$ cat src/pfs_pkg.sv
// pfs_pkg: shared constants, pin indices and function codes of the pin mux
package pfs_pkg;

  // ****************************************
  // pins that own a selector register
  // ****************************************
  localparam int NPIN = 15;
  localparam int PIN_P20 = 0;
  localparam int PIN_P21 = 1;
  localparam int PIN_P22 = 2;
  localparam int PIN_P23 = 3;
  localparam int PIN_P24 = 4;
  localparam int PIN_P27 = 5;
  localparam int PIN_P30 = 6;
  localparam int PIN_P31 = 7;
  localparam int PIN_P32 = 8;
  localparam int PIN_P33 = 9;
  localparam int PIN_P36 = 10;
  localparam int PIN_P37 = 11;
  localparam int PIN_P70 = 12;
  localparam int PIN_P71 = 13;
  localparam int PIN_P72 = 14;

  // ****************************************
  // register map and field layout
  // ****************************************
  localparam int ADDR_W = 12;
  localparam int REG_STRIDE = 4;
  localparam logic [ADDR_W-1:0] REG_BASE = 12'h000;
  localparam int SEL_LSB = 0;
  localparam int SEL_W = 6;
  localparam int IRQ_FLAG_BIT = 6;
  localparam int ANA_FLAG_BIT = 7;
  localparam int CFG_W = 8;
  localparam logic [CFG_W-1:0] CFG_RESET = 8'h00;
  localparam int NIRQ = 16;
  localparam int NO_IRQ = -1;
  localparam int NANA = 2;

  // ****************************************
  // routing codes
  // ****************************************
  localparam logic [5:0] CODE_HIZ = 6'h00;
  localparam logic [5:0] CODE_MTU_A = 6'h01;
  localparam logic [5:0] CODE_MTU_B = 6'h02;
  localparam logic [5:0] CODE_MTU_A_INV = 6'h03;
  localparam logic [5:0] CODE_MTU_B_INV = 6'h04;
  localparam logic [5:0] CODE_TMR_A = 6'h05;
  localparam logic [5:0] CODE_TMR_B = 6'h06;
  localparam logic [5:0] CODE_POE = 6'h07;
  localparam logic [5:0] CODE_ADC_TRG = 6'h09;
  localparam logic [5:0] CODE_SPIA = 6'h0D;
  localparam logic [5:0] CODE_SPI0 = 6'h0E;
  localparam logic [5:0] CODE_GPT_A = 6'h14;
  localparam logic [5:0] CODE_GPT_B = 6'h15;
  localparam logic [5:0] CODE_GPT_B_INV = 6'h17;
  localparam logic [5:0] CODE_WAVE = 6'h18;
  localparam logic [5:0] CODE_SCI_A = 6'h2C;
  localparam logic [5:0] CODE_SCI_B = 6'h2D;
  localparam logic [5:0] CODE_SCI_C = 6'h2E;

  // ****************************************
  // on-chip peripheral signals
  // ****************************************
  typedef enum logic [5:0] {
    FN_NONE, FN_MTU_CH9_C_IO, FN_MTU_CH9_C_IO_INVERTED, FN_MTU_EXT_CLOCK_B,
    FN_MTU_EXT_CLOCK_B_INVERTED, FN_TIMER4_RESET_INPUT, FN_TIMER2_OUTPUT,
    FN_TIMER6_OUTPUT, FN_CONVERTER0_TRIGGER_INPUT, FN_SPI_A_CLOCK,
    FN_SPI_UNIT0_CLOCK, FN_SPI_UNIT0_MASTER_OUT, FN_SPI_UNIT0_MASTER_IN,
    FN_SPI_UNIT0_SLAVE_SELECT0, FN_SPI_UNIT0_SLAVE_SELECT1,
    FN_SPI_A_SLAVE_SELECT1, FN_HALL_W_INPUT, FN_HALL_U_INPUT,
    FN_HALL_V_INPUT, FN_SERIAL008_HANDSHAKE_SELECT, FN_SERIAL008_RECEIVE,
    FN_SERIAL008_TRANSMIT, FN_SERIAL008_CLOCK, FN_SERIAL008_DRIVER_ENABLE,
    FN_SERIAL009_HANDSHAKE_SELECT, FN_SERIAL009_DRIVER_ENABLE,
    FN_OUTPUT_ENABLE_REQUEST9, FN_GPT_CH7_A_IO, FN_GPT_CH7_A_IO_INVERTED,
    FN_GPT_CH7_B_IO, FN_GPT_CH7_B_IO_INVERTED, FN_GPT_CH0_A_IO,
    FN_GPT_CH5_A_IO_INVERTED, FN_COMPLEMENTARY_PERIOD_OUTPUT00,
    FN_PWM_V_UPPER_OUTPUT, FN_COUNT
  } pfs_fn_t;
  localparam int NFN = int'(FN_COUNT);

  // interrupt line served by each pin, NO_IRQ where none
  function automatic int irq_of(input int pin);
    case (pin)
      PIN_P20: irq_of = 7;
      PIN_P21: irq_of = 6;
      PIN_P22: irq_of = 10;
      PIN_P23: irq_of = 11;
      PIN_P24: irq_of = 4;
      PIN_P27: irq_of = 15;
      PIN_P30: irq_of = 7;
      PIN_P31: irq_of = 6;
      PIN_P32: irq_of = 12;
      PIN_P33: irq_of = 13;
      default: irq_of = NO_IRQ;
    endcase
  endfunction : irq_of

  // only the two converter-capable pins keep an analog flag
  function automatic bit has_analog(input int pin);
    has_analog = (pin == PIN_P20) || (pin == PIN_P21);
  endfunction : has_analog

endpackage : pfs_pkg

$ cat src/pfs_cfg_if.sv
// pfs_cfg_if: selector register contents passed from bank to mux
`timescale 1ns/100ps
`default_nettype none
interface pfs_cfg_if;
  import pfs_pkg::*;
  logic [NPIN-1:0][CFG_W-1:0] cfg;
  modport bank(output cfg);
  modport user(input cfg);
endinterface : pfs_cfg_if
`default_nettype wire

$ cat src/pfs_apb_bank.sv
// pfs_apb_bank: apb slave holding the pin selector registers
`timescale 1ns/100ps
`default_nettype none
module pfs_apb_bank (
  input wire logic pclk,
  input wire logic presetn,
  input wire logic psel,
  input wire logic penable,
  input wire logic pwrite,
  input wire logic [pfs_pkg::ADDR_W-1:0] paddr,
  input wire logic [31:0] pwdata,
  output logic [31:0] prdata,
  output logic pready,
  output logic pslverr,
  pfs_cfg_if.bank cfg_if
);
  import pfs_pkg::*;

  logic [NPIN-1:0][CFG_W-1:0] cfg_ff;
  logic pready_ff;
  logic pslverr_ff;
  logic [31:0] prdata_ff;
  logic hit;
  int unsigned idx;

  // ****************************************
  // decode
  // ****************************************
  always_comb begin
    idx = 32'((paddr - REG_BASE) / REG_STRIDE);
    hit = (paddr >= REG_BASE) && (paddr[1:0] == 2'h0) && (idx < NPIN);
  end

  // writable bits: analog flag only where a converter input exists
  function automatic logic [CFG_W-1:0] wmask(input int pin);
    wmask = '1;
    if (!has_analog(pin)) begin
      wmask[ANA_FLAG_BIT] = 1'b0;
    end
  endfunction : wmask

  // one wait-free access cycle; answer comes from flops
  always_ff @(posedge pclk or negedge presetn) begin
    if (!presetn) begin
      pready_ff <= 1'b0;
    end else begin
      pready_ff <= psel && !penable;
    end
  end

  always_ff @(posedge pclk or negedge presetn) begin
    if (!presetn) begin
      prdata_ff <= 32'h00000000;
      pslverr_ff <= 1'b0;
    end else if (psel && !penable) begin
      prdata_ff <= hit ? {24'h000000, cfg_ff[idx]} : 32'h00000000;
      pslverr_ff <= !hit;
    end
  end

  // writes land only at the completing edge
  always_ff @(posedge pclk or negedge presetn) begin
    if (!presetn) begin
      cfg_ff <= {NPIN{CFG_RESET}};
    end else if (psel && penable && pready_ff && pwrite && hit) begin
      cfg_ff[idx] <= pwdata[CFG_W-1:0] & wmask(int'(idx));
    end
  end

  assign prdata = prdata_ff;
  assign pready = pready_ff;
  assign pslverr = pslverr_ff;
  assign cfg_if.cfg = cfg_ff;

endmodule : pfs_apb_bank
`default_nettype wire

$ cat src/pfs_pin_slice.sv
// pfs_pin_slice: output driver of one pin, fed by its decoded function
`timescale 1ns/100ps
`default_nettype none
module pfs_pin_slice #(
  parameter int NF = pfs_pkg::NFN
) (
  input wire logic pclk,
  input wire logic presetn,
  input wire pfs_pkg::pfs_fn_t fn,
  input wire logic analog,
  input wire logic [NF-1:0] fn_out,
  input wire logic [NF-1:0] fn_oe,
  output logic pin_out,
  output logic pin_oe
);
  import pfs_pkg::*;

  logic pin_out_ff;
  logic pin_oe_ff;
  logic nxt_pin_out;
  logic nxt_pin_oe;

  always_comb begin
    nxt_pin_out = 1'b0;
    nxt_pin_oe = 1'b0;
    if (fn != FN_NONE && !analog) begin
      nxt_pin_out = fn_out[fn];
      nxt_pin_oe = fn_oe[fn];
    end
  end

  // registered so the pad never sees decode glitches
  always_ff @(posedge pclk or negedge presetn) begin
    if (!presetn) begin
      pin_out_ff <= 1'b0;
      pin_oe_ff <= 1'b0;
    end else begin
      pin_out_ff <= nxt_pin_out;
      pin_oe_ff <= nxt_pin_oe;
    end
  end

  assign pin_out = pin_out_ff;
  assign pin_oe = pin_oe_ff;

endmodule : pfs_pin_slice
`default_nettype wire

$ cat src/pfs_port_mux.sv
// pfs_port_mux: function select for port 2, 3 and 7 pins, apb registers
`timescale 1ns/100ps
`default_nettype none
// Behaviour
// 6-bit code per pin; zero leaves pin floating
// P20 codes 1-5: mtu, clocks, timer4 reset
// P20: timer2, trigger, spi clocks, hall W
// P20: serial008 handshake, receive, driver enable
// P21: timer6, spi0 out, hall U, serial008 transmit
// P24: spi0 clock, serial008 handshake, clock, enable
// P27: timers 2/6, oe request 9, spi clocks
// P30: spi0 ss0, hall V, serial008 signals
// P31: spi-a ss1, spi0 ss1, hall U
// P32/P33 gpt7 A/B; P33 period output
// P70: serial009 handshake and driver enable
// P71: spi0 master in, gpt0 A
// P72: gpt5 A inverted, pwm V upper
// interrupt flag makes pin an irq input
// port 2 pins to irq lines 7,6,10,11,4,15
// port 3 pins to irq lines 7,6,12,13
// analog flag on P20/P21 gives converter inputs
// port 3 registers only pins 0-3,6,7
// unlisted codes behave as floating pin
module pfs_port_mux (
  input wire logic pclk,
  input wire logic presetn,
  input wire logic psel,
  input wire logic penable,
  input wire logic pwrite,
  input wire logic [pfs_pkg::ADDR_W-1:0] paddr,
  input wire logic [31:0] pwdata,
  output logic [31:0] prdata,
  output logic pready,
  output logic pslverr,
  input wire logic [pfs_pkg::NFN-1:0] fn_out,
  input wire logic [pfs_pkg::NFN-1:0] fn_oe,
  input wire logic [pfs_pkg::NPIN-1:0] pin_in,
  output logic [pfs_pkg::NPIN-1:0] pin_out,
  output logic [pfs_pkg::NPIN-1:0] pin_oe,
  output logic [pfs_pkg::NFN-1:0] fn_in,
  output logic [pfs_pkg::NIRQ-1:0] irq_req,
  output logic [pfs_pkg::NANA-1:0] analog_en
);
  import pfs_pkg::*;

  // ****************************************
  // routing decode
  // ****************************************
  function automatic pfs_fn_t route_fn(input int pin, input logic [5:0] code);
    route_fn = FN_NONE;
    case (pin)
      PIN_P20: begin
        case (code)
          CODE_MTU_A: route_fn = FN_MTU_CH9_C_IO;
          CODE_MTU_A_INV: route_fn = FN_MTU_CH9_C_IO_INVERTED;
          CODE_MTU_B: route_fn = FN_MTU_EXT_CLOCK_B;
          CODE_MTU_B_INV: route_fn = FN_MTU_EXT_CLOCK_B_INVERTED;
          CODE_TMR_A: route_fn = FN_TIMER4_RESET_INPUT;
          CODE_TMR_B: route_fn = FN_TIMER2_OUTPUT;
          CODE_ADC_TRG: route_fn = FN_CONVERTER0_TRIGGER_INPUT;
          CODE_SPIA: route_fn = FN_SPI_A_CLOCK;
          CODE_SPI0: route_fn = FN_SPI_UNIT0_CLOCK;
          CODE_WAVE: route_fn = FN_HALL_W_INPUT;
          CODE_SCI_A: route_fn = FN_SERIAL008_HANDSHAKE_SELECT;
          CODE_SCI_B: route_fn = FN_SERIAL008_RECEIVE;
          CODE_SCI_C: route_fn = FN_SERIAL008_DRIVER_ENABLE;
          default: route_fn = FN_NONE;
        endcase
      end
      PIN_P21: begin
        case (code)
          CODE_TMR_B: route_fn = FN_TIMER6_OUTPUT;
          CODE_SPI0: route_fn = FN_SPI_UNIT0_MASTER_OUT;
          CODE_WAVE: route_fn = FN_HALL_U_INPUT;
          CODE_SCI_A: route_fn = FN_SERIAL008_TRANSMIT;
          default: route_fn = FN_NONE;
        endcase
      end
      PIN_P24: begin
        case (code)
          CODE_SPI0: route_fn = FN_SPI_UNIT0_CLOCK;
          CODE_SCI_A: route_fn = FN_SERIAL008_HANDSHAKE_SELECT;
          CODE_SCI_B: route_fn = FN_SERIAL008_CLOCK;
          CODE_SCI_C: route_fn = FN_SERIAL008_DRIVER_ENABLE;
          default: route_fn = FN_NONE;
        endcase
      end
      PIN_P27: begin
        case (code)
          CODE_TMR_A: route_fn = FN_TIMER2_OUTPUT;
          CODE_TMR_B: route_fn = FN_TIMER6_OUTPUT;
          CODE_POE: route_fn = FN_OUTPUT_ENABLE_REQUEST9;
          CODE_SPIA: route_fn = FN_SPI_A_CLOCK;
          CODE_SPI0: route_fn = FN_SPI_UNIT0_CLOCK;
          default: route_fn = FN_NONE;
        endcase
      end
      PIN_P30: begin
        case (code)
          CODE_SPI0: route_fn = FN_SPI_UNIT0_SLAVE_SELECT0;
          CODE_WAVE: route_fn = FN_HALL_V_INPUT;
          CODE_SCI_A: route_fn = FN_SERIAL008_CLOCK;
          CODE_SCI_B: route_fn = FN_SERIAL008_HANDSHAKE_SELECT;
          CODE_SCI_C: route_fn = FN_SERIAL008_DRIVER_ENABLE;
          default: route_fn = FN_NONE;
        endcase
      end
      PIN_P31: begin
        case (code)
          CODE_SPIA: route_fn = FN_SPI_A_SLAVE_SELECT1;
          CODE_SPI0: route_fn = FN_SPI_UNIT0_SLAVE_SELECT1;
          CODE_WAVE: route_fn = FN_HALL_U_INPUT;
          default: route_fn = FN_NONE;
        endcase
      end
      PIN_P32: begin
        case (code)
          CODE_GPT_B: route_fn = FN_GPT_CH7_A_IO;
          CODE_GPT_B_INV: route_fn = FN_GPT_CH7_A_IO_INVERTED;
          default: route_fn = FN_NONE;
        endcase
      end
      PIN_P33: begin
        case (code)
          CODE_GPT_B: route_fn = FN_GPT_CH7_B_IO;
          CODE_GPT_B_INV: route_fn = FN_GPT_CH7_B_IO_INVERTED;
          CODE_WAVE: route_fn = FN_COMPLEMENTARY_PERIOD_OUTPUT00;
          default: route_fn = FN_NONE;
        endcase
      end
      PIN_P70: begin
        case (code)
          CODE_SCI_A: route_fn = FN_SERIAL009_HANDSHAKE_SELECT;
          CODE_SCI_C: route_fn = FN_SERIAL009_DRIVER_ENABLE;
          default: route_fn = FN_NONE;
        endcase
      end
      PIN_P71: begin
        case (code)
          CODE_SPI0: route_fn = FN_SPI_UNIT0_MASTER_IN;
          CODE_GPT_A: route_fn = FN_GPT_CH0_A_IO;
          default: route_fn = FN_NONE;
        endcase
      end
      PIN_P72: begin
        case (code)
          CODE_GPT_B_INV: route_fn = FN_GPT_CH5_A_IO_INVERTED;
          CODE_WAVE: route_fn = FN_PWM_V_UPPER_OUTPUT;
          default: route_fn = FN_NONE;
        endcase
      end
      // P22, P23, P36, P37: only the floating choice is offered here
      default: route_fn = FN_NONE;
    endcase
  endfunction : route_fn

  // ****************************************
  // registers
  // ****************************************
  pfs_cfg_if cfg_if ();

  pfs_apb_bank u_bank (
    .pclk(pclk),
    .presetn(presetn),
    .psel(psel),
    .penable(penable),
    .pwrite(pwrite),
    .paddr(paddr),
    .pwdata(pwdata),
    .prdata(prdata),
    .pready(pready),
    .pslverr(pslverr),
    .cfg_if(cfg_if.bank)
  );

  pfs_fn_t pin_fn [NPIN];
  logic [NPIN-1:0] irq_flag;
  logic [NPIN-1:0] ana_flag;

  // ****************************************
  // per-pin output drivers
  // ****************************************
  for (genvar p = 0; p < NPIN; p++) begin : g_pin
    always_comb begin
      pin_fn[p] = route_fn(p, cfg_if.cfg[p][SEL_LSB +: SEL_W]);
      irq_flag[p] = cfg_if.cfg[p][IRQ_FLAG_BIT];
      ana_flag[p] = cfg_if.cfg[p][ANA_FLAG_BIT];
    end

    pfs_pin_slice #(
      .NF(NFN)
    ) u_slice (
      .pclk(pclk),
      .presetn(presetn),
      .fn(pin_fn[p]),
      .analog(ana_flag[p]),
      .fn_out(fn_out),
      .fn_oe(fn_oe),
      .pin_out(pin_out[p]),
      .pin_oe(pin_oe[p])
    );
  end

  // ****************************************
  // pin to peripheral input path
  // ****************************************
  logic [NFN-1:0] fn_in_ff;
  logic [NFN-1:0] nxt_fn_in;

  // a function routed to two pins sees the or of both
  always_comb begin
    nxt_fn_in = '0;
    for (int p = 0; p < NPIN; p++) begin
      if (pin_fn[p] != FN_NONE && !ana_flag[p]) begin
        nxt_fn_in[pin_fn[p]] = nxt_fn_in[pin_fn[p]] | pin_in[p];
      end
    end
  end

  always_ff @(posedge pclk or negedge presetn) begin
    if (!presetn) begin
      fn_in_ff <= '0;
    end else begin
      fn_in_ff <= nxt_fn_in;
    end
  end

  // ****************************************
  // external interrupt lines
  // ****************************************
  logic [NIRQ-1:0] irq_ff;
  logic [NIRQ-1:0] nxt_irq;

  // P20 and P30 share a line, as do P21 and P31; enable only one of each
  always_comb begin
    nxt_irq = '0;
    for (int p = 0; p < NPIN; p++) begin
      if (irq_flag[p] && irq_of(p) != NO_IRQ) begin
        nxt_irq[irq_of(p)] = nxt_irq[irq_of(p)] | pin_in[p];
      end
    end
  end

  always_ff @(posedge pclk or negedge presetn) begin
    if (!presetn) begin
      irq_ff <= '0;
    end else begin
      irq_ff <= nxt_irq;
    end
  end

  // ****************************************
  // analog enables
  // ****************************************
  logic [NANA-1:0] ana_ff;

  always_ff @(posedge pclk or negedge presetn) begin
    if (!presetn) begin
      ana_ff <= '0;
    end else begin
      ana_ff <= {ana_flag[PIN_P21], ana_flag[PIN_P20]};
    end
  end

  assign fn_in = fn_in_ff;
  assign irq_req = irq_ff;
  assign analog_en = ana_ff;

  logic [5:0] sel20;
  logic [5:0] sel21;
  logic [5:0] sel72;
  assign sel20 = cfg_if.cfg[PIN_P20][SEL_LSB +: SEL_W];
  assign sel21 = cfg_if.cfg[PIN_P21][SEL_LSB +: SEL_W];
  assign sel72 = cfg_if.cfg[PIN_P72][SEL_LSB +: SEL_W];
endmodule : pfs_port_mux
`default_nettype wire

$ cat config.mk
export PLATFORM = sky130hd
export DESIGN_NAME = pfs_port_mux
export DESIGN_NICKNAME = d
export VERILOG_FILES = /design/src/pfs_pkg.sv /design/src/pfs_cfg_if.sv /design/src/pfs_apb_bank.sv /design/src/pfs_pin_slice.sv /design/src/pfs_port_mux.sv
export SDC_FILE = /design/constraint.sdc
export NUM_CORES = 1
export LEC_CHECK = 0
export BUFFER_PORTS_ARGS = -buffer_cell sky130_fd_sc_hd__buf_2
export CORE_MARGIN = 4
export CORE_UTILIZATION = 45
export DETAILED_ROUTE_END_ITERATION = 16
export SLEW_MARGIN = 10
export SYNTH_ARGS = -nofsm -noshare
export SYNTH_HDL_FRONTEND = slang
export SYNTH_HIERARCHICAL = 1
export SYNTH_SLANG_ARGS = --single-unit
$ cat constraint.sdc
create_clock -name pclk -period 3.39 [get_ports pclk]
set_input_delay 0.1695 -clock pclk [delete_from_list [all_inputs] [get_ports pclk]]
set_output_delay 0.1695 -clock pclk [all_outputs]
set_load 0.02 [all_outputs]
* Word-level counts from Yosys, hierarchy flattened
Memories as Yosys holds them, arrays and structs flattened. Index checks and enable logic that the tools add are counted.
Storage, ports and cells: flip-flop bits (word level) 229, bits in latches 0, bits in read-only memories 400, memories kept 3, RAM bits 0, word-level logic and storage cells 442, output and inout port bits 117, input port bits 134
Memories:
- (name not given) | depth 64, width 5, rd ports 1, clocked after Yosys merged registers in 0, wr ports 0, RTL line pfs_port_mux.sv:53 | case (code)
- (name not given) | depth 64, width 1, rd ports 1, clocked after Yosys merged registers in 0, wr ports 0, RTL line pfs_port_mux.sv:215 | nxt_fn_in[pin_fn[p]] = nxt_fn_in[pin_fn[p]] | pin_in[p];
- (name not given) | depth 16, width 1, rd ports 1, clocked after Yosys merged registers in 0, wr ports 0, RTL line pfs_port_mux.sv:239 | nxt_irq[irq_of(p)] = nxt_irq[irq_of(p)] | pin_in[p];
Cells by class: reductions and logical operators 67, $mul 0, order comparisons 46, add/sub/neg operators 0, shift operators 0, bitwise gates (word level) 24, equal/unequal tests 33, muxes and demuxes 226, divide/modulo/power cells 0
Operator list (count):
- $mux 35 | 11
- $bwmux 35 | 10
- $ge 32x1->1 const B | 10
- $lt 32x6->1 const B | 10
- $mux 32 | 10
- $bmux 1 s6 | 32
- $mux 16 | 10
- $bwmux 16 | 9
- $bwmux 120 | 1
- $mux 1 | 98
- $demux 1 s6 | 11
- $eq 6x5->1 const B | 11
- $reduce_bool 6->1 | 11
- $lt 5x7->1 const B | 8
- $eq 6x6->1 const B | 9
- $pmux 5 s5 | 2
- $eq 6x4->1 const B | 8
- $ge 6x1->1 const B | 8
- $demux 1 s4 | 10
- $logic_and 1x1->1 | 40
- $pmux 5 s4 | 2
- $bmux 1 s4 | 9
- $and 35x35->35 | 1
- $bmux 8 s4 | 1
- 21 further kinds | 64

* Logic depth before layout (Yosys ltp)
word-level depth 61, gate-level depth with buffers 12, mapped depth without buffers 10

* By module
Netlist, hierarchy kept.
By module, submodules not included:
- pfs_pin_slice (g_pin[0].u_slice ...) | area an instance 740.7 um^2, cells each 75, seq. area each 50.0 um^2, times used 12
- pfs_apb_bank | area an instance 6135.9 um^2, cells each 442, seq. area each 3253.1 um^2, times used 1
- pfs_port_mux | area an instance 2721.4 um^2, cells each 299, seq. area each 1126.1 um^2, times used 1
- pfs_pin_slice (g_pin[7].u_slice ...) | area an instance 710.7 um^2, cells each 57, seq. area each 50.0 um^2, times used 3

* Worst setup path after synthesis
OpenSTA, ideal clock, no wires.
path kind reg-to-reg, start register u_bank.cfg_ff, in the netlist u_bank/cfg_if.cfg[10], end register g_pin[1].u_slice.pin_out_ff, slack 756 ps, library setup time 138 ps, clock period less this slack 2634 ps, cell stages (with the launch flop) 10, arrival time 2496 ps, path buffers 1, required time 3252 ps, cell sequence dfrtp_1 > nor3b_1 > a21oi_1 > or3b_2 > a21oi_1 > buf_6 > mux4_2 > mux2_4 > a2bb2oi_2 > a41oi_1
RTL lines:
- start: declaration | RTL line pfs_apb_bank.sv:19 | logic [NPIN-1:0][CFG_W-1:0] cfg_ff;
- start signal: assignment | RTL line pfs_apb_bank.sv:64 | cfg_ff <= {NPIN{CFG_RESET}};
- start signal: indexed assignment | RTL line pfs_apb_bank.sv:66 | cfg_ff[idx] <= pwdata[CFG_W-1:0] & wmask(int'(idx));
- end signal: assignment | RTL line pfs_pin_slice.sv:38 | pin_out_ff <= nxt_pin_out;
- end: declaration | RTL line pfs_pin_slice.sv:18 | logic pin_out_ff;

==> impl_metrics.py <==
metrics = {
    "synth": {
        "synth_xor_area_frac": 0.001322,
        "ys.flop_type": "dfrtp_1",
        "synth_cell_types": 82,
        "synth_compound_area_frac": 0.1046,
        "synth_top_area_frac": 0.2581,
        "synth-edff-count": 0,
        "synth_top_family_by_area": "multiplexers",
        "async_flop_share": 1.000,
        "yosysTopAreaCell": "dfrtp_1",
        "synth_simple_gate_area_frac": 0.1654,
        "ys_top_cells_by_area": "dfrtp_1 26%, mux2i_1 15%, mux4_2 14%",
        "synthTopCellsByCount": "294 x mux2i_1, 205 x dfrtp_1, 124 x mux4_2",
        "ys_warn_count": 6,
        "syn_area_sq_mm": 0.01988,
        "synth-seq-cells": 205,
        "yosysMostFrequentCell": "mux2i_1",
        "synthAdderAreaFrac": 0.002518,
        "synthMuxAreaShare": 0.4115,
        "netlist_instances": 1812,
        "yosysSeqAreaShare": 0.2581,
        "synth.avg_cell_area_sq_um": 10.97,
    },
    "power_and_ir_drop": {
        "power_mw": 6.781,
        "ir_worst_vdd_uv": 278.1,
        "power.leakage_nw": 9.542,
        "p_per_area_mw_per_mm2": 298.8,
    },
    "placed_design": {
        "place_congestion": 0.9798,
        "io_buffers": 192,
        "dp_slack_ps": 471.3,
        "hpwl_microns": 51430,
    },
    "clock_tree": {
        "cts_sinks": 205,
        "cts-resized-gates": 0,
        "cts_tree": "built",
        "clk_root_buffer_cell": "clkbuf_16",
        "numCtsBuffers": 26,
        "clock_latency_ps": 570,
        "clk_pin_slew_worst_paths_ps": 60,
        "cts_buffer_depth": 3,
        "htreeDepth": 1,
    },
    "sta": {
        "rsz0062_at_grt": "no",
        "fin_setup_tns_ps": 0,
        "post-route-min-period_ps": 2957,
        "clock.fmax_mhz": 338.2,
        "finalSetupViolCount": 0,
        "slew_headroom": 0.3945,
        "final.setup.worst_slack_ps": 433.2,
        "clock_skew_ps": 17.56,
        "slew_violations": 0,
        "finalHoldViolations": 0,
        "period_share": 0.8722,
        "worstMarginPinSlew_ps": 907.2,
    },
    "setup_path": {
        "crit_start": "u_bank/cfg_if.cfg[1]",
        "critical_path_class": "flip-flop to flip-flop",
        "path_cells": "inv_1, ha_1, nor3b_2, o21ai_1, nand2_1, buf_4, mux2i_1, a22oi_1, nand3_1, a41oi_1",
        "endpoint": "g_pin[0].u_slice/pin_oe",
        "cp_slowest_stage_delay_ps": 460,
        "slowest_stage": "dfrtp_1",
        "crit_fanout": 21,
        "cp.arrival_ps": 3400,
        "critPathRequiredTime_ps": 3840,
        "rrSetupSlack_ps": 430,
        "r2r_cells": 10,
        "timing.rr.end": "g_pin[0].u_slice/pin_oe",
        "worst_setup_path_start_kind": "flip-flop",
        "r2r-start": "u_bank/cfg_if.cfg[1]",
        "worst_setup_path_end_kind": "flip-flop",
    },
    "global_route": {
        "grt_pass1_wl_microns": 114300,
        "antenna_found_initial": 1,
        "grt_overflow_total": 0,
        "track_usage": 0.3222,
        "grt_pass1_vias": 17220,
        "grt_start_max_net_pins": 80,
    },
    "floorplan": {
        "fp.dieH_microns": 218.2,
        "core_area_sq_mm": 0.04336,
        "dieArea_sq_mm": 0.04760,
        "fp.dieW_microns": 218.2,
        "start_util": 0.4584,
        "rows": 76,
        "io_pins": 251,
    },
    "routing": {
        "drt_iter0_markers": 2281,
        "route.detailed.wl_per_inst_microns": 29.11,
        "drcViolationCount": 0,
        "via_count": 17760,
        "antenna_left": 0,
        "viasPerCell": 6.544,
        "drt-total-wl_microns": 78980,
        "drt_first_pass_iters": 6,
    },
    "hold_path": {
        "holdPathStages": 5,
        "hp-class": "input port to flip-flop",
    },
    "job": {
        "cap_violations": 0,
    },
    "finish": {
        "insertedDiodeCount": 0,
        "fill_cells": 3956,
        "syn2layout_area_growth_pct": 14.16,
        "fin_nets": 2247,
        "final_layout_size_suffix_gt1_frac": 0.2843,
    },
    "run_status": {
        "outcome": "complete, no violations",
    },
}
-- cells in the final DEF, fill, tap and decap left out, types with 25 or more instances in the layout --
master,synthesis,layout
a41oi_1,25,25
nand4_1,28,28
mux2i_1,294,294
buf_4,46,44
conb_1,2,171
inv_1,28,27
buf_2,42,191
nand2_1,120,120
nand3_1,29,29
nor3_1,46,46
a22oi_1,63,63
o21ai_0,37,35
nor2_1,62,60
nand3b_1,54,54
mux4_2,124,124
mux2_2,110,110
dfrtp_1,205,205
nor2b_1,58,58
mux4_1,33,33
clkbuf_16,0,27
-- metrics by stage --
step	hold slack (ps)	area, sq um	instances	util
final	127.5	22690	2713	0.5233
after global placement	218.6	21650	2650	0.4994
after floorplan	-126.1	20510	1981	-
after detailed placement	217.9	21650	2650	0.4994
after global routing	140.0	22690	2713	0.5233
after CTS	104.1	22690	2713	0.5233
-- sequential cells by signal, indices dropped and copies added (netlist names) --
name	count
g_pin.u_slice/pin_out	15
u_bank/pready	1
irq_req	8
fn_in	35
u_bank/cfg_if.cfg	120
u_bank/prdata	8
analog_en	2
g_pin.u_slice/pin_oe	15
u_bank/pslverr	1
-- cell type report --
| class | count | area (sq um) | area share |
|---|---|---|---|
| clock buffers | 35 | 745.7 | 0.03286 |
| repair buffers | 254 | 1501 | 0.06616 |
| well taps | 585 | 732.0 | 0.03225 |
| flip-flops and latches | 205 | 5130 | 0.2261 |
| clock inverters | 12 | 133.9 | 0.005900 |
| inverters | 29 | 110.1 | 0.004852 |
| multi-input cells | 1593 | 14340 | 0.6319 |
-- kinds of logic (layout without fill, tap and decap cells) --
| family | count (synthesis) | count (layout) |
|---|---|---|
| DFF | 205 | 205 |
| xor gates and xnor gates | 3 | 3 |
| adders and majority gates | 4 | 4 |
| buffers and inverters | 183 | 330 |
| other | 2 | 171 |
| muxes | 586 | 586 |
| AOI/OAI and AO/OA | 272 | 272 |
| and+or+nand+nor | 557 | 557 |
-- how the worst min path moves through the flow --
| stage | from | end | slack [ps] |
|---|---|---|---|
| after floorplan | presetn | analog_en[0] | -130 |
| after global placement | presetn | g_pin[14].u_slice/pin_oe | 220 |
| after detailed placement | presetn | g_pin[14].u_slice/pin_oe | 220 |
| after CTS | paddr[8] | u_bank/cfg_if.cfg[103] | 100 |
| after global routing | pwdata[6] | u_bank/cfg_if.cfg[14] | 140 |
| final | pin_in[0] | fn_in[2] | 130 |
-- timing repair --
action / 4_1_cts / 5_1_grt
buffers inserted: 0 / 0
hold endpoints to repair: 104 / 0
hold buffers: 16 / 0
-- report_power, final --
part           switching [mW]  internal [mW]  total, mW  leakage (nW)
Clock                    1.19           1.70       2.89         0.428
Combinational           0.909          0.491       1.40          6.29
Sequential             0.0116           2.48       2.49          2.83
-- critical path: cells and delay by family (launching register included) --
family,cells,cell delay (ps)
simple gates,3,770
compound gates,3,660
buf+inv,2,500
flops,1,460
fa+ha+maj,1,320
mux,1,120
-- metal layers --
| metal | global-route usage | wire, microns | vias to the layer above |
|---|---|---|---|
| met5 | 0 | 16 | - |
| met2 | 0.4911 | 34600 | 1180 |
| met3 | 0.07898 | 9090 | 287 |
| met4 | 0.1557 | 4655 | 2 |
| met1 | 0.4320 | 30630 | 8737 |
| li1 | - | - | 7549 |
Note: power is estimated with default switching activity, not from simulation.
